**src/alpr_pkg.sv**
```systemverilog
// constants for the light persistence and residual config block
package alpr_pkg;
    localparam logic [7:0] ALPR_SRC_PERS_OFS   = 8'ha6;
    localparam logic [7:0] ALPR_RESID_OFS      = 8'ha7;
    localparam logic [7:0] ALPR_IRQ_STATUS_OFS = 8'hb8;
    localparam logic [7:0] ALPR_IRQ_MASK_OFS   = 8'hb9;
    localparam logic [7:0] ALPR_SRC_PERS_RST   = 8'h00;
    localparam logic [7:0] ALPR_RESID_RST      = 8'h03;
    localparam logic [7:0] ALPR_IRQ_MASK_RST   = 8'h00;
    localparam int ALPR_SRC_LSB      = 4;
    localparam int ALPR_PERS_LSB     = 0;
    localparam int ALPR_STARTUP_BIT  = 5;
    localparam int ALPR_FLOOR_LSB    = 2;
    localparam int ALPR_CEIL_LSB     = 0;
    localparam logic [7:0] ALPR_SRC_PERS_WMASK = 8'h3f;
    localparam logic [7:0] ALPR_RESID_WMASK    = 8'h2f;
    localparam int ALPR_IRQ_BITS     = 2;
    localparam int ALPR_IRQ_LIGHT    = 0;
    localparam int ALPR_IRQ_SAMPLE   = 1;
    localparam logic [3:0] ALPR_STARTUP_SAVED_CYC = 4'h9;
    localparam int ALPR_DATA_W       = 16;
    localparam logic [7:0] ALPR_PERS_STEP = 8'h05;
    localparam logic [7:0] ALPR_PERS_OFFS = 8'h0f;
endpackage : alpr_pkg

```
**src/alpr_persist.sv**
```systemverilog
// persistence filter: counts consecutive out-of-range samples
`timescale 1ns/1ps
module alpr_persist
    import alpr_pkg::*;
(
    // clock and reset
    input  wire logic                   sys_clk_i,
    input  wire logic                   resetn_i,
    // sample and config
    input  wire logic                   sample_valid_i,
    input  wire logic [ALPR_DATA_W-1:0] sample_i,
    input  wire logic [ALPR_DATA_W-1:0] low_thr_i,
    input  wire logic [ALPR_DATA_W-1:0] high_thr_i,
    input  wire logic [3:0]             persistence_i,
    // result
    output logic                        irq_event_o,
    output logic [5:0]                  count_o
);
    typedef struct packed {
        logic [5:0] count;
        logic       event_p;
    } alpr_pst_t;

    alpr_pst_t st;
    alpr_pst_t next_st;
    logic      outside;
    logic [5:0] needed;

    // codes 0..3 literal, from 4 onward 5*code-15
    function automatic logic [5:0] alpr_needed(input logic [3:0] code);
        logic [7:0] prod;
        prod = 8'h00;
        if (code < 4'h4)
        begin
            alpr_needed = {2'b00, code};
        end
        else
        begin
            prod = {4'h0, code} * ALPR_PERS_STEP - ALPR_PERS_OFFS;
            alpr_needed = prod[5:0];
        end
    endfunction : alpr_needed

    assign outside = (sample_i < low_thr_i) || (sample_i > high_thr_i);
    assign needed  = alpr_needed(persistence_i);

    always_comb
    begin
        next_st = st;
        next_st.event_p = 1'b0;
        if (sample_valid_i)
        begin
            if (!outside)
            begin
                next_st.count = 6'h00;
            end
            else if (st.count != 6'h3f)
            begin
                next_st.count = st.count + 6'h01;
            end
            if (persistence_i == 4'h0)
            begin
                next_st.event_p = 1'b1;
            end
            // widened so a saturated count still fires
            else if (outside && ({1'b0, st.count} + 7'h01 >= {1'b0, needed}))
            begin
                next_st.event_p = 1'b1;
            end
        end
    end

    always_ff @(posedge sys_clk_i or negedge resetn_i)
    begin
        if (!resetn_i)
        begin
            st <= '0;
        end
        else
        begin
            st <= next_st;
        end
    end

    assign irq_event_o = st.event_p;
    assign count_o     = st.count;

    a_reset_count: assert property (@(posedge sys_clk_i) disable iff (!resetn_i)
        sample_valid_i && !outside |=> count_o == 6'h00)
        else $error("count not cleared by in-range sample");
    a_every_cycle: assert property (@(posedge sys_clk_i) disable iff (!resetn_i)
        sample_valid_i && persistence_i == 4'h0 |=> irq_event_o)
        else $error("no event in every-cycle mode");
    a_no_early: assert property (@(posedge sys_clk_i) disable iff (!resetn_i)
        sample_valid_i && persistence_i != 4'h0
        && (!outside || {1'b0, count_o} + 7'h01 < {1'b0, needed})
        |=> !irq_event_o)
        else $error("event before persistence reached");
    a_pers_60: assert property (@(posedge sys_clk_i) disable iff (!resetn_i)
        persistence_i == 4'hf |-> needed == 6'd60)
        else $error("code f must need 60 samples");
    a_out_range: assert property (@(posedge sys_clk_i) disable iff (!resetn_i)
        sample_valid_i && sample_i == low_thr_i && low_thr_i <= high_thr_i
        && count_o == 6'h00 |=> count_o == 6'h00)
        else $error("threshold-equal sample counted");
endmodule : alpr_persist

```
**src/alpr_top.sv**
```systemverilog
// light compare source, persistence and residual limit registers
//
// Chosen here: the address-and-strobe port.
`timescale 1ns/1ps
module alpr_top
    import alpr_pkg::*;
(
    // clock and reset
    input  wire logic                   sys_clk_i,
    input  wire logic                   resetn_i,
    // register port
    input  wire logic [7:0]             reg_addr_i,
    input  wire logic [7:0]             reg_wdata_i,
    input  wire logic                   reg_wr_i,
    input  wire logic                   reg_rd_i,
    output logic      [7:0]             reg_rdata_o,
    // modulator results and thresholds
    input  wire logic                   sample_valid_i,
    input  wire logic [ALPR_DATA_W-1:0] mod0_data_i,
    input  wire logic [ALPR_DATA_W-1:0] mod1_data_i,
    input  wire logic [ALPR_DATA_W-1:0] mod2_data_i,
    input  wire logic [ALPR_DATA_W-1:0] light_low_threshold_i,
    input  wire logic [ALPR_DATA_W-1:0] light_high_threshold_i,
    // residual request from modulator
    input  wire logic [2:0]             residual_request_i,
    // outputs
    output logic      [2:0]             residual_bits_o,
    output logic                        full_startup_per_sample_o,
    output logic      [3:0]             startup_saved_cycles_o,
    output logic      [1:0]             light_compare_source_select_o,
    output logic                        irq_o
);
    typedef struct packed {
        logic [7:0]               src_pers;
        logic [7:0]               resid;
        logic [ALPR_IRQ_BITS-1:0] status;
        logic [ALPR_IRQ_BITS-1:0] mask;
        logic [7:0]               rdata;
        logic [2:0]               resid_out;
        logic                     startup;
        logic [3:0]               saved;
        logic [1:0]               src;
        logic                     irq;
    } alpr_top_t;

    alpr_top_t st;
    alpr_top_t next_st;

    logic [ALPR_DATA_W-1:0] sel_data;
    logic                   light_event;
    logic [1:0]             src_code;
    logic [3:0]             pers_code;
    logic [2:0]             floor_bits;
    logic [2:0]             ceil_bits;
    logic [ALPR_IRQ_BITS-1:0] events;

    function automatic logic [7:0] alpr_merge(input logic [7:0] old_v,
                                              input logic [7:0] new_v,
                                              input logic [7:0] wmask);
        alpr_merge = (old_v & ~wmask) | (new_v & wmask);
    endfunction : alpr_merge

    assign src_code   = st.src_pers[ALPR_SRC_LSB +: 2];
    assign pers_code  = st.src_pers[ALPR_PERS_LSB +: 4];
    assign floor_bits = {1'b0, st.resid[ALPR_FLOOR_LSB +: 2]};
    assign ceil_bits  = {1'b0, st.resid[ALPR_CEIL_LSB +: 2]} + 3'h1;

    // 11 falls back to modulator 0 like 00
    always_comb
    begin
        case (src_code)
            2'b01:   sel_data = mod1_data_i;
            2'b10:   sel_data = mod2_data_i;
            default: sel_data = mod0_data_i;
        endcase
    end

    alpr_persist u_persist (
        .sys_clk_i      (sys_clk_i),
        .resetn_i       (resetn_i),
        .sample_valid_i (sample_valid_i),
        .sample_i       (sel_data),
        .low_thr_i      (light_low_threshold_i),
        .high_thr_i     (light_high_threshold_i),
        .persistence_i  (pers_code),
        .irq_event_o    (light_event),
        .count_o        ()
    );

    assign events = {sample_valid_i, light_event};

    always_comb
    begin
        next_st = st;
        next_st.rdata = 8'h00;
        if (reg_wr_i)
        begin
            case (reg_addr_i)
                ALPR_SRC_PERS_OFS:
                    next_st.src_pers = alpr_merge(st.src_pers, reg_wdata_i,
                                                  ALPR_SRC_PERS_WMASK);
                ALPR_RESID_OFS:
                    next_st.resid = alpr_merge(st.resid, reg_wdata_i,
                                               ALPR_RESID_WMASK);
                ALPR_IRQ_STATUS_OFS:
                    next_st.status = st.status & ~reg_wdata_i[ALPR_IRQ_BITS-1:0];
                ALPR_IRQ_MASK_OFS:
                    next_st.mask = reg_wdata_i[ALPR_IRQ_BITS-1:0];
                default:
                    next_st.src_pers = st.src_pers;
            endcase
        end
        // set beats a clear in the same cycle
        next_st.status = next_st.status | events;
        if (reg_rd_i)
        begin
            case (reg_addr_i)
                ALPR_SRC_PERS_OFS:   next_st.rdata = st.src_pers;
                ALPR_RESID_OFS:      next_st.rdata = st.resid;
                ALPR_IRQ_STATUS_OFS: next_st.rdata = {6'h00, st.status};
                ALPR_IRQ_MASK_OFS:   next_st.rdata = {6'h00, st.mask};
                default:             next_st.rdata = 8'h00;
            endcase
        end
        // clamp request into [floor, ceiling+1]; ceiling wins if floor is above it
        next_st.resid_out = residual_request_i;
        if (residual_request_i < floor_bits)
        begin
            next_st.resid_out = floor_bits;
        end
        if (next_st.resid_out > ceil_bits)
        begin
            next_st.resid_out = ceil_bits;
        end
        next_st.startup = st.resid[ALPR_STARTUP_BIT];
        // the sequencer subtracts this from its per-sample length
        next_st.saved = st.resid[ALPR_STARTUP_BIT] ? ALPR_STARTUP_SAVED_CYC : 4'h0;
        next_st.src = src_code;
        next_st.irq = |(next_st.status & st.mask);
    end

    always_ff @(posedge sys_clk_i or negedge resetn_i)
    begin
        if (!resetn_i)
        begin
            st          <= '0;
            st.src_pers <= ALPR_SRC_PERS_RST;
            st.resid    <= ALPR_RESID_RST;
            st.mask     <= ALPR_IRQ_MASK_RST[ALPR_IRQ_BITS-1:0];
            st.resid_out <= 3'h0;
        end
        else
        begin
            st <= next_st;
        end
    end

    assign reg_rdata_o                   = st.rdata;
    assign residual_bits_o               = st.resid_out;
    assign full_startup_per_sample_o     = st.startup;
    assign startup_saved_cycles_o        = st.saved;
    assign light_compare_source_select_o = st.src;
    assign irq_o                         = st.irq;

    a_resid_floor: assert property (@(posedge sys_clk_i) disable iff (!resetn_i)
        ##1 $past(floor_bits <= ceil_bits) |-> residual_bits_o >= $past(floor_bits))
        else $error("residual below floor");
    a_resid_ceiling: assert property (@(posedge sys_clk_i) disable iff (!resetn_i)
        ##1 residual_bits_o <= $past(ceil_bits))
        else $error("residual above ceiling");
    a_startup_saved: assert property (@(posedge sys_clk_i) disable iff (!resetn_i)
        ##1 $past(st.resid[ALPR_STARTUP_BIT]) |-> startup_saved_cycles_o == 4'h9)
        else $error("startup saving not nine cycles");
    a_src_mod2: assert property (@(posedge sys_clk_i) disable iff (!resetn_i)
        src_code == 2'b10 |-> sel_data == mod2_data_i)
        else $error("source 10 not modulator 2");
    a_src_mod0: assert property (@(posedge sys_clk_i) disable iff (!resetn_i)
        src_code == 2'b11 |-> sel_data == mod0_data_i)
        else $error("source 11 not modulator 0");
    a_light_sticky: assert property (@(posedge sys_clk_i) disable iff (!resetn_i)
        light_event |=> st.status[ALPR_IRQ_LIGHT])
        else $error("light event lost");
    a_read_data: assert property (@(posedge sys_clk_i) disable iff (!resetn_i)
        reg_rd_i && reg_addr_i == ALPR_RESID_OFS |=> reg_rdata_o == $past(st.resid))
        else $error("residual register read wrong");
endmodule : alpr_top

```
**config.mk**
```make
export PLATFORM = sky130hd
export DESIGN_NAME = alpr_top
export DESIGN_NICKNAME = d
export VERILOG_FILES = /design/src/alpr_pkg.sv /design/src/alpr_persist.sv /design/src/alpr_top.sv
export SDC_FILE = /design/constraint.sdc
export NUM_CORES = 1
export LEC_CHECK = 0
export ABC_AREA = 1
export BUFFER_PORTS_ARGS = -buffer_cell sky130_fd_sc_hd__buf_4
export CAP_MARGIN = 20
export CELL_PAD_IN_SITES_DETAIL_PLACEMENT = 1
export CELL_PAD_IN_SITES_GLOBAL_PLACEMENT = 2
export CORE_ASPECT_RATIO = 2
export CORE_MARGIN = 3
export CORE_UTILIZATION = 27
export DETAILED_ROUTE_END_ITERATION = 8
export PLACE_DENSITY = 0.85
export SKIP_LAST_GASP = 1
export SYNTH_ARGS = -nofsm -noshare
export SYNTH_HDL_FRONTEND = slang
export SYNTH_HIERARCHICAL = 1
export SYNTH_SLANG_ARGS = --single-unit
```
**constraint.sdc**
```tcl
create_clock -name sys_clk_i -period 3.4 [get_ports sys_clk_i]
set_clock_uncertainty 0.2 [all_clocks]
set_input_delay 0.17 -clock sys_clk_i [delete_from_list [all_inputs] [get_ports sys_clk_i]]
set_output_delay 0.17 -clock sys_clk_i [all_outputs]
set_load 0.02 [all_outputs]
```
== Word level (Yosys, flattened, before mapping) ==
Index checks and enable logic that the tools add are counted.
Operators by class
  add/subtract/negate cells: 4
  $mul: 1
  $lt $le $gt $ge: 6
  equality and inequality tests: 8
  muxes and demuxes: 15
  bitwise gates (word level): 6
  reduce and logical (&&, ||, !) cells: 8
Operators with widths (count)
  == test 8 bit (second input constant): 4
  one-hot mux 16 bit (2 select lines): 1
  one-hot mux 8 bit (4 select lines): 1
  2-to-1 mux 6 bit: 3
  greater-than comparator 16 bit: 1
  less-than comparator 16 bit: 1
  bitwise OR 8 x 6 -> 8 bit: 2
  2-to-1 mux 4 bit: 2
  2-to-1 mux 8 bit: 1
  AND reduction 2 bit: 4
  adder 6 x 1 -> 7 bit (second input constant): 1
  greater-or-equal comparator 7 x 6 -> 1 bit: 1
  adder 6 x 1 -> 6 bit (second input constant): 1
  multiplier 4 x 3 -> 6 bit (second input constant): 1
  2-to-1 mux 3 bit: 2
  != test 6 bit (second input constant): 1
  subtractor 6 x 4 -> 6 bit (second input constant): 1
  bitwise AND 2 bit: 2
  logical NOT 4 bit: 1
  less-than comparator 4 x 3 -> 1 bit (second input constant): 1
  2-to-1 mux 2 bit: 2
  adder 2 x 1 -> 3 bit (second input constant): 1
  greater-than comparator 3 bit: 1
  less-than comparator 3 x 2 -> 1 bit: 1
  9 further kinds: 11
Word-level totals
  register bits after elaboration: 46
  input port bits: 104
  output and inout bits: 19
  word-level logic and storage cells: 60

== Depth between registers and ports, before layout ==
  depth in word-level cells: 8
  depth in mapped cells: 23
  depth with buffers taken out: 22

== By module ==
The synthesis kept the hierarchy.
By module, submodules not included
  alpr_top: instances 1, cells an instance 272, area each 1954.4 um^2
  alpr_persist: instances 1, cells an instance 229, area each 1591.5 um^2

== Least setup slack after synthesis ==
Ideal clock, no wire load.
  path kind: register to register
  start: register st, in the netlist next_st[1]
  end: register u_persist.st, in the netlist u_persist/count_o[0]
  arrival: 2.379 ns
  data required time: 3.083 ns
  path slack: 0.704 ns
  stages on the path, launching flop included: 20
  period minus slack after synthesis: 2.696 ns
  path through: dfrtp_1 inv_1 ha_1 buf_2 inv_1 buf_2 nor2_1 a21oi_1 ha_1 a21o_1 nor2_1 nand2_1 nand2_1 nand2_1 nand2_2 nand2_4 nand2_4 nand2_4 nand2_1 nand2_1
On the way
  longest elaborated chain between the ends: 6
  elaborated cells between the ends (all ways): 9
RTL lines
  start: declaration: line alpr_top.sv:46  | alpr_top_t st;
  start signal: assignment: line alpr_top.sv:154  | st <= next_st;
  == test 2 bit / == test 2 x 1 -> 1 bit (equally long branches): line alpr_top.sv:71  | case (src_code)
  one-hot mux 16 bit (2 select lines) *: line alpr_top.sv:71
  net sel_data[7]: line alpr_top.sv:49  | logic [ALPR_DATA_W-1:0] sel_data;
  less-than comparator 16 bit / greater-than comparator 16 bit (equally long branches): line alpr_persist.sv:44  | assign outside = (sample_i < low_thr_i) || (sample_i > high_thr_i);
  logical OR 1 bit *: line alpr_persist.sv:44
  != test 2 bit (no source line)
  AND reduction 2 bit (no source line)
  end signal: assignment: line alpr_persist.sv:81  | st <= next_st;
  end: declaration: line alpr_persist.sv:24  | alpr_pst_t st;
Mark *: on every way through the listed nets, which the timed path passes. The rest lies on a longest branch.
A chain may end at the register's enable or synchronous reset.

== Final worst setup path ==
  start: register st, in the netlist next_st[1]
  end: register u_persist.st, in the netlist u_persist/count_o[1]
The elaborated chain is that of the path after synthesis.

==> results.cfg <==
[critical_path]
cp_max_fo = 15
cp-start-kind = flip-flop
crit_type = flip-flop to flip-flop
worst-endpoint-arrival_ns = 3.12
reg2reg_from = next_st[1]$_DFFE_PN0P_
crit_start = next_st[1]$_DFFE_PN0P_
crit_required_ns = 3.42
cp-end-kind = flip-flop

[routing]
wl_per_cell_um = 15.0
drt-total-wl_um = 11500
via_per_inst = 4.79
drt_iter0_markers = 79
antenna_left = 0
vias = 3678
drc = 0
firstDrtPassIters = 4

[placed_design]
dp_worst_setup_slack_ns = 0.205
dp_cells = 751
gp_congestion = 0.759
hpwl_um = 10100
placed_cell_area_um2 = 4500
portBuffers = 118

[yosys]
yosysWarnings = 6
synth_edf_count = 0
seq_area_frac_synth_pct = 25.5
yosys.area.top_type = dfrtp_1
netlist_instances = 501
ys_types = 35
synth_top_area_share_pct = 24.0
synth_area_per_cell_um2 = 7.08
syn_area_um2 = 3550
synth-main-ff-cell = dfrtp_1
async_reset_ff_share_pct = 100
synth_area_leaders = dfrtp_1, ha_1, nand2_1
ys_ff_latch = 36

[sta]
period_needed_ns = 3.10
fmax_mhz = 323
hold_violations = 0
rsz0062_at_grt = false
final.period_utilization_pct = 91.1
timing.setup.tns_ns = 0
finalSetupViolations = 0
drv_slew = 0
fin_ws_ns = 0.302
holdWs_ns = 0.0154

[power]
cellPowerDensity_nw_per_um2 = 356
power_leakage_nw = 2.69
power_frac_comb_pct = 43.1
p_switching_mw = 0.631
finalPower_mw = 1.69
peakVddDrop_uv = 426
seqPwrFrac_pct = 29.9
swShare_pct = 37.4
power.internal_mw = 1.06
p_clk_share_pct = 27.0

[global_routing]
global_route.usage.total_pct = 16.3
antenna_found_initial = 0
overflow = 0
grt_pass1_wl_um = 18700
grt_pass1_vias = 4037
grt_start_max_net_pins = 37

[flow_run]
cap_violations = 0

[finish]
final_nets = 775
diodes = 0
fin_util_pct = 37.3
syn_to_final_growth_pct = 33.7
nFillCells = 1578
drive_gt1_share_pct = 25.9
fin_cells = 768
fin_area_um2 = 4740

[floorplanning]
fp.dieW_um = 87.0
io_pins = 123
row_count = 58
start_util_pct = 27.9
core_um2 = 12700
die_h_um = 168
die-area_um2 = 14600

[hold_path]
hold_path_startpoint = sample_valid_i
holdCritPathClass = input pin to flip-flop

[cts]
post_cts_buffers = 0
clk_pin_slew_worst_paths_ns = 0.06
cts_tree = built
numCtsBuffers = 5
max-clock-path-buffers = 2
cts_sinks = 36
clk_latency_ns = 0.28
ctsRootBufferMaster = clkbuf_16
cts.htree.levels = 2

[outcome]
run_status = complete, no violations
[area by class of cell]
class                           count  area (um^2)  area share [%]
Clock buffer                        5          125            2.64
Inverter                           82          312            6.57
Sequential cell                    36          903            19.1
Tap cell                          150          188            3.96
Clock inverter                      3         18.8           0.396
Multi-Input combinational cell    357         2160            45.5
Timing Repair Buffer              135         1040            21.8
[flip-flops by register name, indices dropped and copies added, names as in the netlist]
name,count
reg_rdata_o,7
st,6
u_persist/count_o,6
pers_code,4
next_st,3
residual_bits_o,3
floor_bits,2
light_compare_source_select_o,2
irq_o,1
startup_saved_cycles_o,1
u_persist/irq_event_o,1
[worst max-delay path, stage by stage, from the launching register on]
cell and delay, ns:
dfrtp_1 0.37, inv_1 0.08, ha_1 0.36, clkinvlp_4 0.30
nor2_1 0.18, a21oi_1 0.05, buf_4 0.16, ha_1 0.30
nand2_1 0.09, inv_1 0.04, nand3_1 0.09, inv_1 0.05
a21oi_1 0.25, nand2_2 0.10, nand2_4 0.13, nand2_4 0.06
nand2_4 0.09, nand2_1 0.06, nand2_1 0.05
[what timing repair did]
action	in CTS	in global routing
hold buffers	9	0
endpoints found under the setup margin	0	6
hold endpoints to repair	49	0
resized for setup	0	1
[cells in the final DEF (no fill, tap or decap)]
master and n:
a21boi_0 1, a21boi_1 1, a21o_1 1, a21oi_1 52, a22oi_1 1, and2_1 1
buf_4 126, clkbuf_16 5, clkinv_2 2, clkinv_4 1, clkinvlp_4 1, conb_1 3
dfrtp_1 34, dfstp_2 2, dlygate4sd3_1 9, ha_1 54, inv_1 78, inv_2 3
nand2_1 119, nand2_2 4, nand2_4 5, nand3_1 24, nand3b_1 1, nand4_1 9
nor2_1 32, nor2_2 2, nor2_4 3, nor2_8 2, nor3_1 3, nor3_2 2
nor3_4 1, o21ai_0 24, o21ai_1 4, o21bai_1 1, or2_2 1, xnor2_1 2
xor2_1 4
[cells by family after synthesis]
family / after synthesis / synth area share [%]
buf+inv: 110 / 13.8
fa+ha+maj: 54 / 19.1
simple gates: 209 / 27.7
other cells: 1 / 0.106
xor+xnor: 6 / 1.48
flops: 36 / 25.5
compound gates: 85 / 12.4
[power groups by stage]
stage | registers (mW) | clock network, mW | logic, mW
after global routing | 0.510 | 0.485 | 0.846
final | 0.506 | 0.455 | 0.727
after CTS | 0.506 | 0.465 | 0.745
after global placement | 0.512 | 0 | 0.696
after floorplan | 0.505 | 0 | 0.455
after detailed placement | 0.513 | 0 | 0.733
[metal layers]
metal | share of wire [%] | global-route usage (%) | vias to the layer above | wire (um)
met5 | 0 | 0 | - | 0
met4 | 1.8 | 4.75 | 0 | 205
met3 | 4.3 | 2.45 | 11 | 499
met2 | 63 | 35.3 | 94 | 7220
met1 | 31 | 13.9 | 1760 | 3590
li1 | - | - | 1813 | -
[cell usage after synthesis (all sizes together) (2+ instances only)]
cell type / number
nand2: 128
nor3: 6
a21oi: 52
buf: 23
xnor2: 2
inv: 82
ha: 54
xor2: 4
dfrtp: 34
dfstp: 2
nor2: 39
nand3: 24
a21boi: 2
nand4: 9
clkbuf: 5
o21ai: 28
[worst paths after layout]
| kind | to | slack [ns] | cells after the start |
|---|---|---|---|
| setup reg to reg | u_persist/count_o[1]$_DFFE_PN0P_ | 0.30 | 18 |
| min in group asynchronous | st[19]$_DFFE_PN0P_ | 0.19 | 2 |
| hold reg to reg | light_compare_source_select_o[0]$_DFF_PN0_ | 0.21 | 0 |
| setup / recovery | u_persist/count_o[1]$_DFFE_PN0P_ | 0.30 | 18 |
| max in group asynchronous | st[23]$_DFFE_PN1P_ | 2.43 | 2 |
| hold / removal | st[22]$_DFF_PN0_ | 0.02 | 3 |
No activity file was read; power rests on OpenSTA's default activity.
